## src/logic/bpcd_pkg.sv

```systemverilog
package bpcd_pkg;
  // Memory geometry: 32 x 1024 words of 16 bits
  localparam int UCMD_W      = 16;
  localparam int ADDR_W      = 15;
  localparam int OPC_W       = 8;
  localparam int PAR_W       = 8;
  localparam int OPC_LSB     = 8;
  localparam int UPC_W       = 4;
  localparam int BRACKET_MAX = 7;
  localparam int DEPTH_W     = 3;
  localparam int IRQ_EV_W    = 4;
  // Interrupt event bit positions
  localparam int EV_LINE     = 0;
  localparam int EV_IO_ERR   = 1;
  localparam int EV_NEST_ERR = 2;
  localparam int EV_WORD_ERR = 3;
  localparam logic [ADDR_W-1:0] PC_RESET = 15'h0000;
  localparam logic [ADDR_W-1:0] PC_STEP  = 15'h0001;
  localparam logic [7:0] HANDLER_BLOCK   = 8'h02;
  localparam logic [DEPTH_W-1:0] DEPTH_ONE = 3'h1;
  // Bit opcode classes (upper nibble of opcode)
  localparam logic [3:0] CL_AND   = 4'h1;
  localparam logic [3:0] CL_OR    = 4'h2;
  localparam logic [3:0] CL_ANDN  = 4'h3;
  localparam logic [3:0] CL_ORN   = 4'h4;
  localparam logic [3:0] CL_SET   = 4'h5;
  localparam logic [3:0] CL_RESET = 4'h6;
  localparam logic [3:0] CL_ASSGN = 4'h7;
  localparam logic [3:0] CL_OPENA = 4'h8;
  localparam logic [3:0] CL_OPENO = 4'h9;
  localparam logic [3:0] CL_CLOSE = 4'ha;
  localparam logic [3:0] CL_NOP   = 4'h0;
  // Microprogram entry points
  localparam logic [UPC_W-1:0] UE_LOGIC = 4'h1;
  localparam logic [UPC_W-1:0] UE_WRITE = 4'h2;
  localparam logic [UPC_W-1:0] UE_OPEN  = 4'h3;
  localparam logic [UPC_W-1:0] UE_CLOSE = 4'h4;
  localparam logic [UPC_W-1:0] UE_WORD  = 4'h5;
  localparam logic [UPC_W-1:0] UE_NOP   = 4'h0;
  localparam logic [7:0] WORD_BASE = 8'h40;
  typedef enum {BPCD_FETCH, BPCD_EXEC, BPCD_IOWAIT, BPCD_WORD, BPCD_IRQ} bpcd_state_t;
endpackage : bpcd_pkg
```

## src/logic/bpcd_decode_if.sv

```systemverilog
`timescale 1ns/100ps
`default_nettype none
interface bpcd_decode_if;
  import bpcd_pkg::*;
  logic [OPC_W-1:0] opcode;
  logic [UPC_W-1:0] entry;
  logic             is_word;
  logic [7:0]       word_entry;
  modport table_side (input opcode, output entry, output is_word, output word_entry);
  modport user_side  (output opcode, input entry, input is_word, input word_entry);
endinterface : bpcd_decode_if
`default_nettype wire

```

## src/logic/bpcd_bracket_stack.sv

```systemverilog
`timescale 1ns/100ps
`default_nettype none
module bpcd_bracket_stack
  import bpcd_pkg::*;
(
  input  wire logic               clock_i,
  input  wire logic               rst_n_i,
  input  wire logic               push_i,
  input  wire logic               pop_i,
  input  wire logic [1:0]         push_val_i,
  output logic [1:0]              top_o,
  output logic [DEPTH_W-1:0]      depth_o
);
  // Each level keeps the saved result and the combining operation (1 = OR)
  logic [1:0]         mem_reg  [BRACKET_MAX];
  logic [1:0]         mem_next [BRACKET_MAX];
  logic [DEPTH_W-1:0] depth_reg;
  logic [DEPTH_W-1:0] depth_next;

  always_comb
  begin
    mem_next   = mem_reg;
    depth_next = depth_reg;
    if (push_i && depth_reg != DEPTH_W'(BRACKET_MAX))
    begin
      mem_next[depth_reg] = push_val_i;
      depth_next          = depth_reg + DEPTH_ONE;
    end
    else if (pop_i && depth_reg != '0)
      depth_next = depth_reg - DEPTH_ONE;
  end

  always_ff @(posedge clock_i or negedge rst_n_i)
  begin
    if (!rst_n_i)
    begin
      depth_reg <= '0;
      for (int i = 0; i < BRACKET_MAX; i++)
        mem_reg[i] <= 2'h0;
    end
    else
    begin
      depth_reg <= depth_next;
      mem_reg   <= mem_next;
    end
  end

  assign top_o   = (depth_reg == '0) ? 2'h0 : mem_reg[depth_reg - DEPTH_ONE];
  assign depth_o = depth_reg;

  AST_DEPTH_MAX: assert property (@(posedge clock_i) disable iff (!rst_n_i)
    depth_reg <= DEPTH_W'(BRACKET_MAX)) else $error("bracket depth beyond seven");
endmodule : bpcd_bracket_stack
`default_nettype wire

```

## src/logic/bpcd_dispatch.sv

```systemverilog
`timescale 1ns/100ps
`default_nettype none
// How it works
// - Fetch each command; run bit commands here, hand word commands to byte processor.
// - Command register splits every fetched command into opcode and parameter.
// - Opcode entry table gives sequencer entry; sequencer issues execution control.
// - Word command entry table gives the byte processor its routine entry.
// - Logic unit does logic, set and reset, with seven bracket levels.
// - Address counter advances under sequencer and points at current command.
// - On jumps byte processor reads counter as return, then loads target.
// - Interrupt register records every interrupting event except clock stoppage.
// - All user I/O accesses go through the bit processor.
// - Interrupt line starts interrupt handler block 2; cyclic run resumes next cycle without waiting for it.
// - User memory is 16-bit words, up to 32 x 1024 words.
// - One clock drives both processors.
module bpcd_dispatch
  import bpcd_pkg::*;
(
  input  wire logic                 clock_i,
  input  wire logic                 rst_n_i,
  // User memory
  output logic [bpcd_pkg::ADDR_W-1:0] mem_addr_o,
  output logic                      mem_rd_o,
  input  wire logic [bpcd_pkg::UCMD_W-1:0] mem_data_i,
  input  wire logic                 mem_valid_i,
  // Peripheral bus
  output logic                      io_req_o,
  output logic                      io_wr_o,
  output logic [bpcd_pkg::PAR_W-1:0] io_addr_o,
  output logic                      io_wdata_o,
  input  wire logic                 io_ack_i,
  input  wire logic                 io_err_i,
  input  wire logic                 io_rdata_i,
  // Byte processor side
  output logic                      word_req_o,
  output logic [7:0]                word_entry_o,
  output logic [bpcd_pkg::PAR_W-1:0] word_param_o,
  input  wire logic                 word_done_i,
  input  wire logic                 word_err_i,
  output logic [bpcd_pkg::ADDR_W-1:0] pc_o,
  input  wire logic                 jump_i,
  input  wire logic [bpcd_pkg::ADDR_W-1:0] jump_target_i,
  // Interrupts
  input  wire logic                 irq_line_i,
  output logic                      handler_start_o,
  output logic [7:0]                handler_block_o,
  output logic [bpcd_pkg::IRQ_EV_W-1:0] irq_events_o,
  input  wire logic                 irq_clear_i,
  output logic                      rlo_o
);
  import bpcd_pkg::*;

  // ****************************************
  // State
  // ****************************************
  bpcd_state_t               state_reg, state_next;
  logic [ADDR_W-1:0]         pc_reg, pc_next;
  logic [OPC_W-1:0]          opc_reg, opc_next;
  logic [PAR_W-1:0]          par_reg, par_next;
  logic                      rlo_reg, rlo_next;
  logic                      first_reg, first_next;
  logic [IRQ_EV_W-1:0]       ev_reg, ev_next;
  logic                      rd_reg, rd_next;
  logic                      ioreq_reg, ioreq_next;
  logic                      iowr_reg, iowr_next;
  logic                      iowd_reg, iowd_next;
  logic                      wreq_reg, wreq_next;
  logic [7:0]                went_reg, went_next;
  logic                      hstart_reg, hstart_next;
  logic                      in_irq_reg, in_irq_next;
  logic                      push, pop;
  logic [1:0]                push_val, stk_top;
  logic [DEPTH_W-1:0]        depth;
  logic                      operand;
  logic                      comb_res;

  bpcd_decode_if dec ();
  assign dec.opcode = opc_reg;

  bpcd_entry_tables u_tables (.dec(dec));

  bpcd_bracket_stack u_stack (
    .clock_i    (clock_i),
    .rst_n_i    (rst_n_i),
    .push_i     (push),
    .pop_i      (pop),
    .push_val_i (push_val),
    .top_o      (stk_top),
    .depth_o    (depth)
  );

  // ****************************************
  // Logic unit
  // ****************************************
  always_comb
  begin
    operand = io_rdata_i ^ (opc_reg[7:4] == CL_ANDN || opc_reg[7:4] == CL_ORN);
    if (first_reg)
      comb_res = operand;
    else if (opc_reg[7:4] == CL_OR || opc_reg[7:4] == CL_ORN)
      comb_res = rlo_reg | operand;
    else
      comb_res = rlo_reg & operand;
  end

  // ****************************************
  // Sequencer
  // ****************************************
  always_comb
  begin
    state_next  = state_reg;
    pc_next     = pc_reg;
    opc_next    = opc_reg;
    par_next    = par_reg;
    rlo_next    = rlo_reg;
    first_next  = first_reg;
    rd_next     = 1'b0;
    ioreq_next  = ioreq_reg;
    iowr_next   = iowr_reg;
    iowd_next   = iowd_reg;
    wreq_next   = wreq_reg;
    went_next   = went_reg;
    hstart_next = 1'b0;
    in_irq_next = in_irq_reg;
    push        = 1'b0;
    pop         = 1'b0;
    push_val    = {opc_reg[7:4] == CL_OPENO, rlo_reg};
    // Hardware set wins over software clear
    ev_next     = irq_clear_i ? '0 : ev_reg;
    if (!irq_line_i)
      in_irq_next = 1'b0;
    case (state_reg)
      BPCD_FETCH:
      begin
        if (irq_line_i && !in_irq_reg)
        begin
          state_next  = BPCD_IRQ;
          ev_next[EV_LINE] = 1'b1;
        end
        else if (mem_valid_i && rd_reg)
        begin
          opc_next   = mem_data_i[UCMD_W-1:OPC_LSB];
          par_next   = mem_data_i[PAR_W-1:0];
          state_next = BPCD_EXEC;
        end
        else
          rd_next = !rd_reg;
      end
      BPCD_EXEC:
      begin
        state_next = BPCD_FETCH;
        pc_next    = pc_reg + PC_STEP;
        case (dec.entry)
          UE_LOGIC, UE_WRITE:
          begin
            // Peripheral traffic always goes through this path
            ioreq_next = 1'b1;
            iowr_next  = (dec.entry == UE_WRITE);
            iowd_next  = (opc_reg[7:4] == CL_SET) ? 1'b1 :
                         (opc_reg[7:4] == CL_RESET) ? 1'b0 : rlo_reg;
            pc_next    = pc_reg;
            state_next = BPCD_IOWAIT;
          end
          UE_OPEN:
          begin
            if (depth == DEPTH_W'(BRACKET_MAX))
              ev_next[EV_NEST_ERR] = 1'b1;
            push       = 1'b1;
            first_next = 1'b1;
          end
          UE_CLOSE:
          begin
            pop      = 1'b1;
            rlo_next = stk_top[1] ? (stk_top[0] | rlo_reg) : (stk_top[0] & rlo_reg);
            first_next = 1'b0;
          end
          UE_WORD:
          begin
            wreq_next  = 1'b1;
            went_next  = dec.word_entry;
            pc_next    = pc_reg;
            state_next = BPCD_WORD;
          end
          default: ;
        endcase
      end
      BPCD_IOWAIT:
      begin
        if (io_ack_i || io_err_i)
        begin
          ioreq_next = 1'b0;
          state_next = BPCD_FETCH;
          pc_next    = pc_reg + PC_STEP;
          if (io_err_i)
            ev_next[EV_IO_ERR] = 1'b1;
          else if (!iowr_reg)
          begin
            rlo_next   = comb_res;
            first_next = 1'b0;
          end
          else
            first_next = 1'b1;
        end
      end
      BPCD_WORD:
      begin
        if (word_done_i)
        begin
          wreq_next  = 1'b0;
          state_next = BPCD_FETCH;
          // Byte processor has read pc_o as the return address before jumping
          pc_next    = jump_i ? jump_target_i : pc_reg + PC_STEP;
          if (word_err_i)
            ev_next[EV_WORD_ERR] = 1'b1;
        end
      end
      BPCD_IRQ:
      begin
        // Cyclic flow resumes from the unchanged counter in the next cycle, without waiting for the handler
        hstart_next = 1'b1;
        in_irq_next = 1'b1;
        state_next  = BPCD_FETCH;
      end
      default: state_next = BPCD_FETCH;
    endcase
  end

  // Bit path and byte processor share this single clock, so the handshakes need no sync
  always_ff @(posedge clock_i or negedge rst_n_i)
  begin
    if (!rst_n_i)
    begin
      state_reg  <= BPCD_FETCH;
      pc_reg     <= PC_RESET;
      opc_reg    <= '0;
      par_reg    <= '0;
      rlo_reg    <= 1'b0;
      first_reg  <= 1'b1;
      ev_reg     <= '0;
      rd_reg     <= 1'b0;
      ioreq_reg  <= 1'b0;
      iowr_reg   <= 1'b0;
      iowd_reg   <= 1'b0;
      wreq_reg   <= 1'b0;
      went_reg   <= '0;
      hstart_reg <= 1'b0;
      in_irq_reg <= 1'b0;
    end
    else
    begin
      state_reg  <= state_next;
      pc_reg     <= pc_next;
      opc_reg    <= opc_next;
      par_reg    <= par_next;
      rlo_reg    <= rlo_next;
      first_reg  <= first_next;
      ev_reg     <= ev_next;
      rd_reg     <= rd_next;
      ioreq_reg  <= ioreq_next;
      iowr_reg   <= iowr_next;
      iowd_reg   <= iowd_next;
      wreq_reg   <= wreq_next;
      went_reg   <= went_next;
      hstart_reg <= hstart_next;
      in_irq_reg <= in_irq_next;
    end
  end

  assign mem_addr_o      = pc_reg;
  assign mem_rd_o        = rd_reg;
  assign io_req_o        = ioreq_reg;
  assign io_wr_o         = iowr_reg;
  assign io_addr_o       = par_reg;
  assign io_wdata_o      = iowd_reg;
  assign word_req_o      = wreq_reg;
  assign word_entry_o    = went_reg;
  assign word_param_o    = par_reg;
  assign pc_o            = pc_reg;
  assign handler_start_o = hstart_reg;
  assign handler_block_o = HANDLER_BLOCK;
  assign irq_events_o    = ev_reg;
  assign rlo_o           = rlo_reg;

  // ****************************************
  // Checks
  // ****************************************
  AST_STEP: assert property (@(posedge clock_i) disable iff (!rst_n_i)
    (state_reg == BPCD_WORD && word_done_i && !jump_i) |=> pc_reg == $past(pc_reg) + PC_STEP)
    else $error("counter did not step");
  AST_JUMP: assert property (@(posedge clock_i) disable iff (!rst_n_i)
    (state_reg == BPCD_WORD && word_done_i && jump_i) |=> pc_reg == $past(jump_target_i))
    else $error("jump target not loaded");
  AST_WORD_HANDOFF: assert property (@(posedge clock_i) disable iff (!rst_n_i)
    (state_reg == BPCD_EXEC && dec.is_word) |=> word_req_o && word_entry_o == $past(dec.word_entry))
    else $error("word command not handed over");
  AST_SPLIT: assert property (@(posedge clock_i) disable iff (!rst_n_i)
    (state_reg == BPCD_FETCH && rd_reg && mem_valid_i && !irq_line_i) |=>
      opc_reg == $past(mem_data_i[15:8]) && par_reg == $past(mem_data_i[7:0]))
    else $error("command split wrong");
  AST_IRQ: assert property (@(posedge clock_i) disable iff (!rst_n_i)
    (state_reg == BPCD_FETCH && irq_line_i && !in_irq_reg) |=> ##1 handler_start_o)
    else $error("handler block not started");
  AST_EVENT: assert property (@(posedge clock_i) disable iff (!rst_n_i)
    (state_reg == BPCD_IOWAIT && io_err_i) |=> irq_events_o[EV_IO_ERR])
    else $error("interrupt event lost");
  AST_IO_PATH: assert property (@(posedge clock_i) disable iff (!rst_n_i)
    (state_reg == BPCD_EXEC && (dec.entry == UE_LOGIC || dec.entry == UE_WRITE)) |=>
      io_req_o && !word_req_o)
    else $error("peripheral access not via bit path");
  AST_SET: assert property (@(posedge clock_i) disable iff (!rst_n_i)
    (state_reg == BPCD_EXEC && opc_reg[7:4] == CL_SET) |=> io_wr_o && io_wdata_o)
    else $error("set command wrong");
  AST_PC_HOLD: assert property (@(posedge clock_i) disable iff (!rst_n_i)
    (state_reg == BPCD_IOWAIT && !io_ack_i && !io_err_i) |=> $stable(pc_reg))
    else $error("counter left current command");
  AST_BIT_LOCAL: assert property (@(posedge clock_i) disable iff (!rst_n_i)
    (state_reg == BPCD_EXEC && !dec.is_word) |=> !word_req_o)
    else $error("bit command sent to byte processor");
endmodule : bpcd_dispatch
`default_nettype wire

```

## src/logic/bpcd_entry_tables.sv

```systemverilog
`timescale 1ns/100ps
`default_nettype none
module bpcd_entry_tables
  import bpcd_pkg::*;
(
  bpcd_decode_if.table_side dec
);
  // ****************************************
  // Opcode and word command entry tables
  // ****************************************
  always_comb
  begin
    dec.is_word    = 1'b0;
    dec.word_entry = 8'h00;
    case (dec.opcode[7:4])
      CL_AND, CL_OR, CL_ANDN, CL_ORN: dec.entry = UE_LOGIC;
      CL_SET, CL_RESET, CL_ASSGN:     dec.entry = UE_WRITE;
      CL_OPENA, CL_OPENO:             dec.entry = UE_OPEN;
      CL_CLOSE:                       dec.entry = UE_CLOSE;
      CL_NOP:                         dec.entry = UE_NOP;
      default:
      begin
        // Any other class is a word command for the byte processor
        dec.entry      = UE_WORD;
        dec.is_word    = 1'b1;
        dec.word_entry = WORD_BASE + {4'h0, dec.opcode[7:4]};
      end
    endcase
  end
endmodule : bpcd_entry_tables
`default_nettype wire

```

## config.mk

```make
export PLATFORM = sky130hd
export DESIGN_NAME = bpcd_dispatch
export DESIGN_NICKNAME = d
export VERILOG_FILES = /design/src/logic/bpcd_pkg.sv /design/src/logic/bpcd_decode_if.sv /design/src/logic/bpcd_bracket_stack.sv /design/src/logic/bpcd_dispatch.sv /design/src/logic/bpcd_entry_tables.sv
export SDC_FILE = /design/constraint.sdc
export NUM_CORES = 1
export LEC_CHECK = 0
export CORE_UTILIZATION = 65
export DETAILED_ROUTE_END_ITERATION = 10
export DONT_BUFFER_PORTS = 1
export GPL_TIMING_DRIVEN = 0
export HOLD_SLACK_MARGIN = 0.06
export PLACE_DENSITY = 0.81
export SYNTH_ARGS = -nofsm -noshare
export SYNTH_HDL_FRONTEND = slang
export SYNTH_SLANG_ARGS = --single-unit
export TNS_END_PERCENT = 5
```

## constraint.sdc

```tcl
create_clock -name clock_i -period 4 [get_ports clock_i]
set_clock_uncertainty 0.1 [all_clocks]
set_input_delay 0.6 -clock clock_i [delete_from_list [all_inputs] [get_ports clock_i]]
set_output_delay 0.6 -clock clock_i [all_outputs]
set_load 0.01 [all_outputs]
```

==> results.sh, run 1 <==
export IMPL_drive_above_1_share_pct=23.0
export IMPL_whs_path_depth=1
export IMPL_syn_area_sq_um=3710
export IMPL_final_period_utilization_pct=59.8
export IMPL_rsz0062_at_grt="no"
export IMPL_finalHoldViolations=0
export IMPL_slowest_stage="or4_1"
export IMPL_yosysMostFrequentCell="dfrtp_1"
export IMPL_critPathCaptureType="flip-flop"
export IMPL_synth_edff_count=0
export IMPL_finalCriticalPeriod_ns=2.39
export IMPL_yosys_warnings=0
export IMPL_seqCellArea_sq_um=1630
export IMPL_crit_path_start_kind="flip-flop"
export IMPL_drv_slew=0
export IMPL_core_sq_um=5510
export IMPL_finish_instance_area_sq_um=4050
export IMPL_power_per_cell_area_nw_per_um2=643
export IMPL_grt_ovfl_total=0
export IMPL_ios=115
export IMPL_tightestPinTransition_ns=0.895
export IMPL_reg2reg_slack_ns=1.61
export IMPL_avgSynthCellArea_sq_um=9.61
export IMPL_largest_reg_flops=15
export IMPL_die_area_sq_um=6020
export IMPL_die_y_microns=77.6
export IMPL_hpwlAfterDp_mm=5.59
export IMPL_outcome="finished clean"
export IMPL_drtIter0Drc=240
export IMPL_synthTopCellsByArea="dfrtp_1 (43%), mux2_2 (7.9%), buf_4 (6.9%), a21oi_1 (4.7%), o21ai_0 (3.0%)"
export IMPL_ys_flop_type="dfrtp_1"
export IMPL_htree_levels=3
export IMPL_hold_path_endpoint="state_reg[0]"
export IMPL_synth_seq_cells=65
export IMPL_leakage_nw=1.84
export IMPL_worstHoldStart="word_done_i"
export IMPL_vias=2881
export IMPL_pre_cts_ws_ns=1.66
export IMPL_numCtsBuffers=9
export IMPL_yosys_area_top_type="dfrtp_1"
export IMPL_antenna_found_initial=0
export IMPL_start_util_pct=67.4
export IMPL_cts_root_buf="clkbuf_8"
export IMPL_post_cts_resized=0
export IMPL_num_rows=27
export IMPL_arrival_ns=2.56
export IMPL_grt_max_degree=66
export IMPL_clk_latency_ns=0.36
export IMPL_worstPathRequired_ns=4.17
export IMPL_peakVddDrop_mv=0.491
export IMPL_max_slew_margin_pct=40.2
export IMPL_reg2reg_to="rlo_o"
export IMPL_timing_rr_start="u_stack.depth_o[0]"
export IMPL_ant_nets=0
export IMPL_cp_max_fo=8
export IMPL_numClockSinks=65
export IMPL_setup_tns_final_ns=0
export IMPL_die_width_microns=77.6
export IMPL_syn2layout_area_growth_pct=9.04
export IMPL_crit_chain="buf_2, inv_1, ha_1, clkbuf_1, or4_1, a311oi_1, nor3_1, o21ai_1"
export IMPL_hold_class="in2reg"
export IMPL_finalWorstSetupSlack_ns=1.61
export IMPL_setup_violations=0
export IMPL_path_clk_slew_ns=0.06
export IMPL_yosysUniqueCellTypes=55
export IMPL_diodes=0
export IMPL_post_dp_cell_area_sq_um=3830
export IMPL_use_met1_pct=35.3
export IMPL_synth_cells=386
export IMPL_top_usage_layer="met2"
export IMPL_async_flop_share_pct=100
export IMPL_wirelength_mm=7.88
export IMPL_track_usage_pct=28.5
export IMPL_vias_per_cell=5.94
export IMPL_fin_total_pwr_mw=2.60
export IMPL_crit_type="reg2reg"
export IMPL_gp_congestion=0.844
export IMPL_clock_path_buffers=2
export IMPL_r2r_worst_path_cells=8
export IMPL_drt_pass1_iterations=4
export IMPL_final_util_pct=73.5
export IMPL_nets=455
export IMPL_max_cap_violations=0
export IMPL_grt_pass1_wl_mm=13.1
export IMPL_cts_tree="built"
export IMPL_nFillCells=425
export IMPL_drcViolationCount=0
export IMPL_postCtsSetupBuffers=0
export IMPL_max_clock_freq_mhz=418
export IMPL_path_delay_family="simple AND/OR/NAND/NOR gates"
export IMPL_routedWlPerCell_microns=16.2
export IMPL_port_buffers=0
export IMPL_synth_seq_area_share_pct=43.9
export IMPL_grt_pass1_vias=2793
export IMPL_met2_usage_pct=46.6
export IMPL_use_met3_pct=6.12
export IMPL_netlist_area_leader_share_pct=43.2
export IMPL_crit_path_max_incr_delay_ns=0.53
export IMPL_synthTopCellsByCount="dfrtp_1 (64), a21oi_1 (35), buf_4 (34)"
export IMPL_crit_buf_inv=3
export IMPL_multi_input_area_sq_um=1730
-- kinds of logic after synthesis --
| kind of cell | synth area share [%] |
|---|---|
| AND/OR/NAND/NOR | 16.8 |
| AO/OA/AOI/OAI | 15.0 |
| flip-flops | 43.9 |
| buffers and inverters | 10.5 |
| multiplexers | 10.7 |
| adder cells (fa/ha/maj) | 2.53 |
| other | 0.202 |
| XOR/XNOR | 0.472 |
-- cells in the final DEF, fill, tap and decap left out, types with 3 or more instances in the layout --
master,Yosys,routed
ha_1,5,5
o22ai_1,6,6
nor2b_1,9,9
inv_1,9,9
nand2_1,24,24
nor3_1,7,7
clkbuf_8,0,11
nand4_1,4,4
o211ai_1,4,4
buf_4,34,34
clkbuf_1,12,14
mux2_2,26,26
nand3_1,20,20
a21oi_1,35,35
clkinv_2,0,3
a21o_1,6,6
nor3b_1,5,5
buf_2,5,5
o31ai_1,6,6
o21a_1,3,3
dfrtp_1,64,64
conb_1,2,11
o21ai_1,4,4
and3_1,7,7
o21ai_0,22,22
nor2_1,24,24
-- worst max-delay path by stage --
| stage | startpoint | endpoint | slack (ns) | depth (start not counted) |
|---|---|---|---|---|
| final | u_stack.depth_o[0] | rlo_o | 1.61 | 8 |
| after global routing | u_stack.depth_o[0] | rlo_o | 1.47 | 9 |
| after CTS | u_stack.depth_o[0] | rlo_o | 1.60 | 8 |
| after detailed placement | u_stack.depth_o[0] | rlo_o | 1.66 | 8 |
| after global placement | u_stack.depth_o[0] | rlo_o | 1.67 | 8 |
| after floorplan | u_stack.depth_o[0] | rlo_o | 1.84 | 8 |
-- layout make-up --
type / count / area share (%)
clock inverter: 3 / 0.371
tap: 72 / 2.23
multi-input combinational: 265 / 42.7
buffer: 55 / 8.63
sequential: 65 / 40.2
inverter: 10 / 0.989
timing repair buffer: 2 / 0.928
clock buffer: 13 / 3.93
-- power breakdown --
part | switching (mW) | leakage [nW] | internal (mW)
logic | 0.545 | 0.906 | 0.440
registers | 0.263 | 0.846 | 0.853
clock network | 0.246 | 0.0932 | 0.256
total | 1.05 | 1.84 | 1.55
-- repair_timing --
item                                    in CTS  in global routing
hold buffers                                 2                  0
endpoints found under the setup margin       0                  0
hold endpoints to repair                    65                  0
-- through the flow --
stage | std cells | hold WS [ns]
after floorplan | 395 | 0.204
after global placement | 467 | 0.206
after detailed placement | 467 | 0.206
after CTS | 485 | 0.246
after global routing | 485 | 0.260
final | 485 | 0.251
-- per-layer routing --
metal / vias up / part of all wire, %
met2: 114 / 49
li1: 1371 / -
met1: 1376 / 41
met3: 20 / 7.0
met5: - / 0
met4: 0 / 2.3
No activity file was read; power rests on OpenSTA's default activity.
==> run 2, diff against run 1 <==
--- a/config.mk
+++ b/config.mk
@@ -5,12 +5,13 @@
 export SDC_FILE = /design/constraint.sdc
 export NUM_CORES = 1
 export LEC_CHECK = 0
-export CORE_UTILIZATION = 65
+export ABC_AREA = 1
+export CORE_UTILIZATION = 57
 export DETAILED_ROUTE_END_ITERATION = 10
 export DONT_BUFFER_PORTS = 1
 export GPL_TIMING_DRIVEN = 0
 export HOLD_SLACK_MARGIN = 0.06
-export PLACE_DENSITY = 0.81
+export PLACE_DENSITY = 0.75
 export SYNTH_ARGS = -nofsm -noshare
 export SYNTH_HDL_FRONTEND = slang
 export SYNTH_SLANG_ARGS = --single-unit
==> constraint.sdc (replaced) <==
create_clock -name clock_i -period 2 [get_ports clock_i]
set_clock_uncertainty 0.1 [all_clocks]
set_input_delay 0.3 -clock clock_i [delete_from_list [all_inputs] [get_ports clock_i]]
set_output_delay 0.3 -clock clock_i [all_outputs]
set_load 0.01 [all_outputs]
==> results.sh, run 2 <==
export IMPL_num_rows=29
export IMPL_path_clk_slew_ns=0.08
export IMPL_die_width_microns=83.1
export IMPL_numCtsBuffers=9
export IMPL_drt_pass1_iterations=4
export IMPL_yosys_area_top_type="dfrtp_1"
export IMPL_routedWlPerCell_microns=13.5
export IMPL_start_util_pct=59.1
export IMPL_layout_common_cells="nand2_1 (141), dfrtp_1 (60), inv_1 (44)"
export IMPL_synth_seq_cells=65
export IMPL_finalWorstSetupSlack_ns=0.137
export IMPL_hold_class="in2reg"
export IMPL_crit_type="reg2reg"
export IMPL_hpwlAfterDp_mm=5.55
export IMPL_final_period_utilization_pct=93.1
export IMPL_synth_cells=480
export IMPL_grt_max_degree=66
export IMPL_max_cap_violations=0
export IMPL_async_flop_share_pct=100
export IMPL_ant_nets=0
export IMPL_synth_seq_area_share_pct=43.4
export IMPL_critPathCaptureType="flip-flop"
export IMPL_finish_instance_area_sq_um=4330
export IMPL_finalCriticalPeriod_ns=1.86
export IMPL_vias_per_cell=5.16
export IMPL_synth_edff_count=0
export IMPL_cts_tree="built"
export IMPL_whs_path_depth=2
export IMPL_arrival_ns=2.00
export IMPL_drtIter0Drc=173
export IMPL_ios=115
export IMPL_syn_area_sq_um=3750
export IMPL_synthTopCellsByArea="dfrtp_1 (43%), nand2_1 (14%), buf_4 (7.0%), inv_1 (4.7%), o21ai_0 (4.1%)"
export IMPL_path_common_cell="nand2_1"
export IMPL_ys_flop_type="dfrtp_1"
export IMPL_cp_max_fo=8
export IMPL_vias=3104
export IMPL_crit_path_start_kind="flip-flop"
export IMPL_syn2layout_area_growth_pct=15.4
export IMPL_fin_total_pwr_mw=5.97
export IMPL_power_per_cell_area_nw_per_um2=1380
export IMPL_grt_pass1_vias=3023
export IMPL_outcome="finished clean"
export IMPL_clk_latency_ns=0.35
export IMPL_port_buffers=0
export IMPL_rsz0062_at_grt="no"
export IMPL_die_area_sq_um=6910
export IMPL_post_dp_cell_area_sq_um=3880
export IMPL_instances_no_fill=602
export IMPL_core_sq_um=6350
export IMPL_htree_levels=3
export IMPL_dp_cells=566
export IMPL_finalHoldViolations=0
export IMPL_peakVddDrop_mv=0.997
export IMPL_wirelength_mm=8.14
export IMPL_drv_slew=0
export IMPL_nFillCells=540
export IMPL_final_util_pct=68.2
export IMPL_diodes=0
export IMPL_grt_pass1_wl_mm=13.8
export IMPL_avgSynthCellArea_sq_um=7.81
export IMPL_drive_above_1_share_pct=18.7
export IMPL_setup_violations=0
export IMPL_max_clock_freq_mhz=537
export IMPL_die_y_microns=83.1
export IMPL_synthTopCellsByCount="nand2_1 (141), dfrtp_1 (64), inv_1 (47)"
export IMPL_antenna_found_initial=0
export IMPL_drcViolationCount=0
export IMPL_clock_path_buffers=2
export IMPL_track_usage_pct=24.8
export IMPL_holdWs_ns=0.0661
export IMPL_worstPathRequired_ns=2.14
export IMPL_setup_tns_final_ns=0
export IMPL_yosys_warnings=0
export IMPL_crit_path_max_incr_delay_ns=0.45
export IMPL_grt_ovfl_total=0
export IMPL_yosysMostFrequentCell="nand2_1"
export IMPL_cts_root_buf="clkbuf_8"
export IMPL_yosysUniqueCellTypes=39
export IMPL_netlist_area_leader_share_pct=42.7
export IMPL_largest_reg_flops=15
export IMPL_slowest_stage="dfrtp_2"
export IMPL_leakage_nw=2.18
export IMPL_gp_congestion=0.828
export IMPL_r2r_worst_path_cells=12
export IMPL_numClockSinks=65
export IMPL_nets=567
export IMPL_crit_chain="inv_2, ha_2, inv_2, nand2_1, nand3_1, nand3_1, nand2_1, nand2_1, nand3_1, nand2_1, nand2_1, nand2_1"
export IMPL_layout_commonest_cell="nand2_1"
export IMPL_pre_cts_ws_ns=-0.125
## run 2: changes by cell type in the layout (fill, tap and decap cells not counted), moves of 12 or more
cell	previous run	this run
inv_1	9	44
dlygate4sd3_1	1	20
nand2_1	24	141
mux2_2	26	8
a21oi_1	35	7
nor2_1	24	39
clkbuf_1	14	2
## run 2: routing by layer
layer,routed length [microns],up-vias,global-route usage (%)
met2,3840,99,41.7
met1,3670,1422,31.7
met4,108,0,7.68
met3,521,9,6.16
li1,-,1574,-
met5,0,-,0
## run 2: worst paths after layout
| kind | from | slack (ns) | endpoint |
|---|---|---|---|
| max | u_stack.depth_o[1] | 0.14 | rlo_o |
| min | jump_target_i[10] | 0.07 | mem_addr_o[10] |
| max reg2reg | u_stack.depth_o[1] | 0.14 | rlo_o |
| min reg2reg | in_irq_reg | 0.39 | in_irq_reg |
| max in group asynchronous | rst_n_i | 1.09 | first_reg |
| min in group asynchronous | rst_n_i | 0.38 | mem_addr_o[12] |
## run 2: worst max-delay path, delay by kind of cell (launching register included)
family        cells  cell delay [ns]
buf+inv           2             0.23
fa+ha+maj         1             0.34
flops             1             0.45
simple gates      9             0.60
## run 2: what timing repair did
item,CTS,global route
hold endpoints to repair,83,0
buffers inserted,0,0
endpoints found under the setup margin,1,2
cloned,0,0
resized for setup,3,6
hold buffers,21,0
## run 2: layout make-up
cell class              instances  area, sq um  share of cell area, %
multi-input cells             328         1640                   38.0
flip-flops and latches         65         1630                   37.7
plain buffers                  42          308                   7.11
repair buffers                 21          228                   5.26
inverters                      53          206                   4.77
clock buffers                  11          151                   3.50
well taps                      77         96.3                   2.23
clock inverters                 5         61.3                   1.42
## run 2: where the power goes
group / switching [mW] / internal [mW] / leakage, nW
sequential: 0.657 / 1.74 / 0.826
combinational: 1.40 / 0.965 / 1.25
clock: 0.552 / 0.653 / 0.110
total: 2.61 / 3.36 / 2.18
## run 2: cells by family (layout without fill, tap and decap cells)
group	Yosys count	after routing	share of synthesized area [%]
muxes	9	9	2.67
AOI/OAI and AO/OA	64	64	9.57
buffers and inverters	96	132	13.7
adders and majority gates	5	5	1.67
xor gates and xnor gates	5	5	1.17
and+or+nand+nor	234	234	27.6
DFF	65	65	43.4
other	2	11	0.200
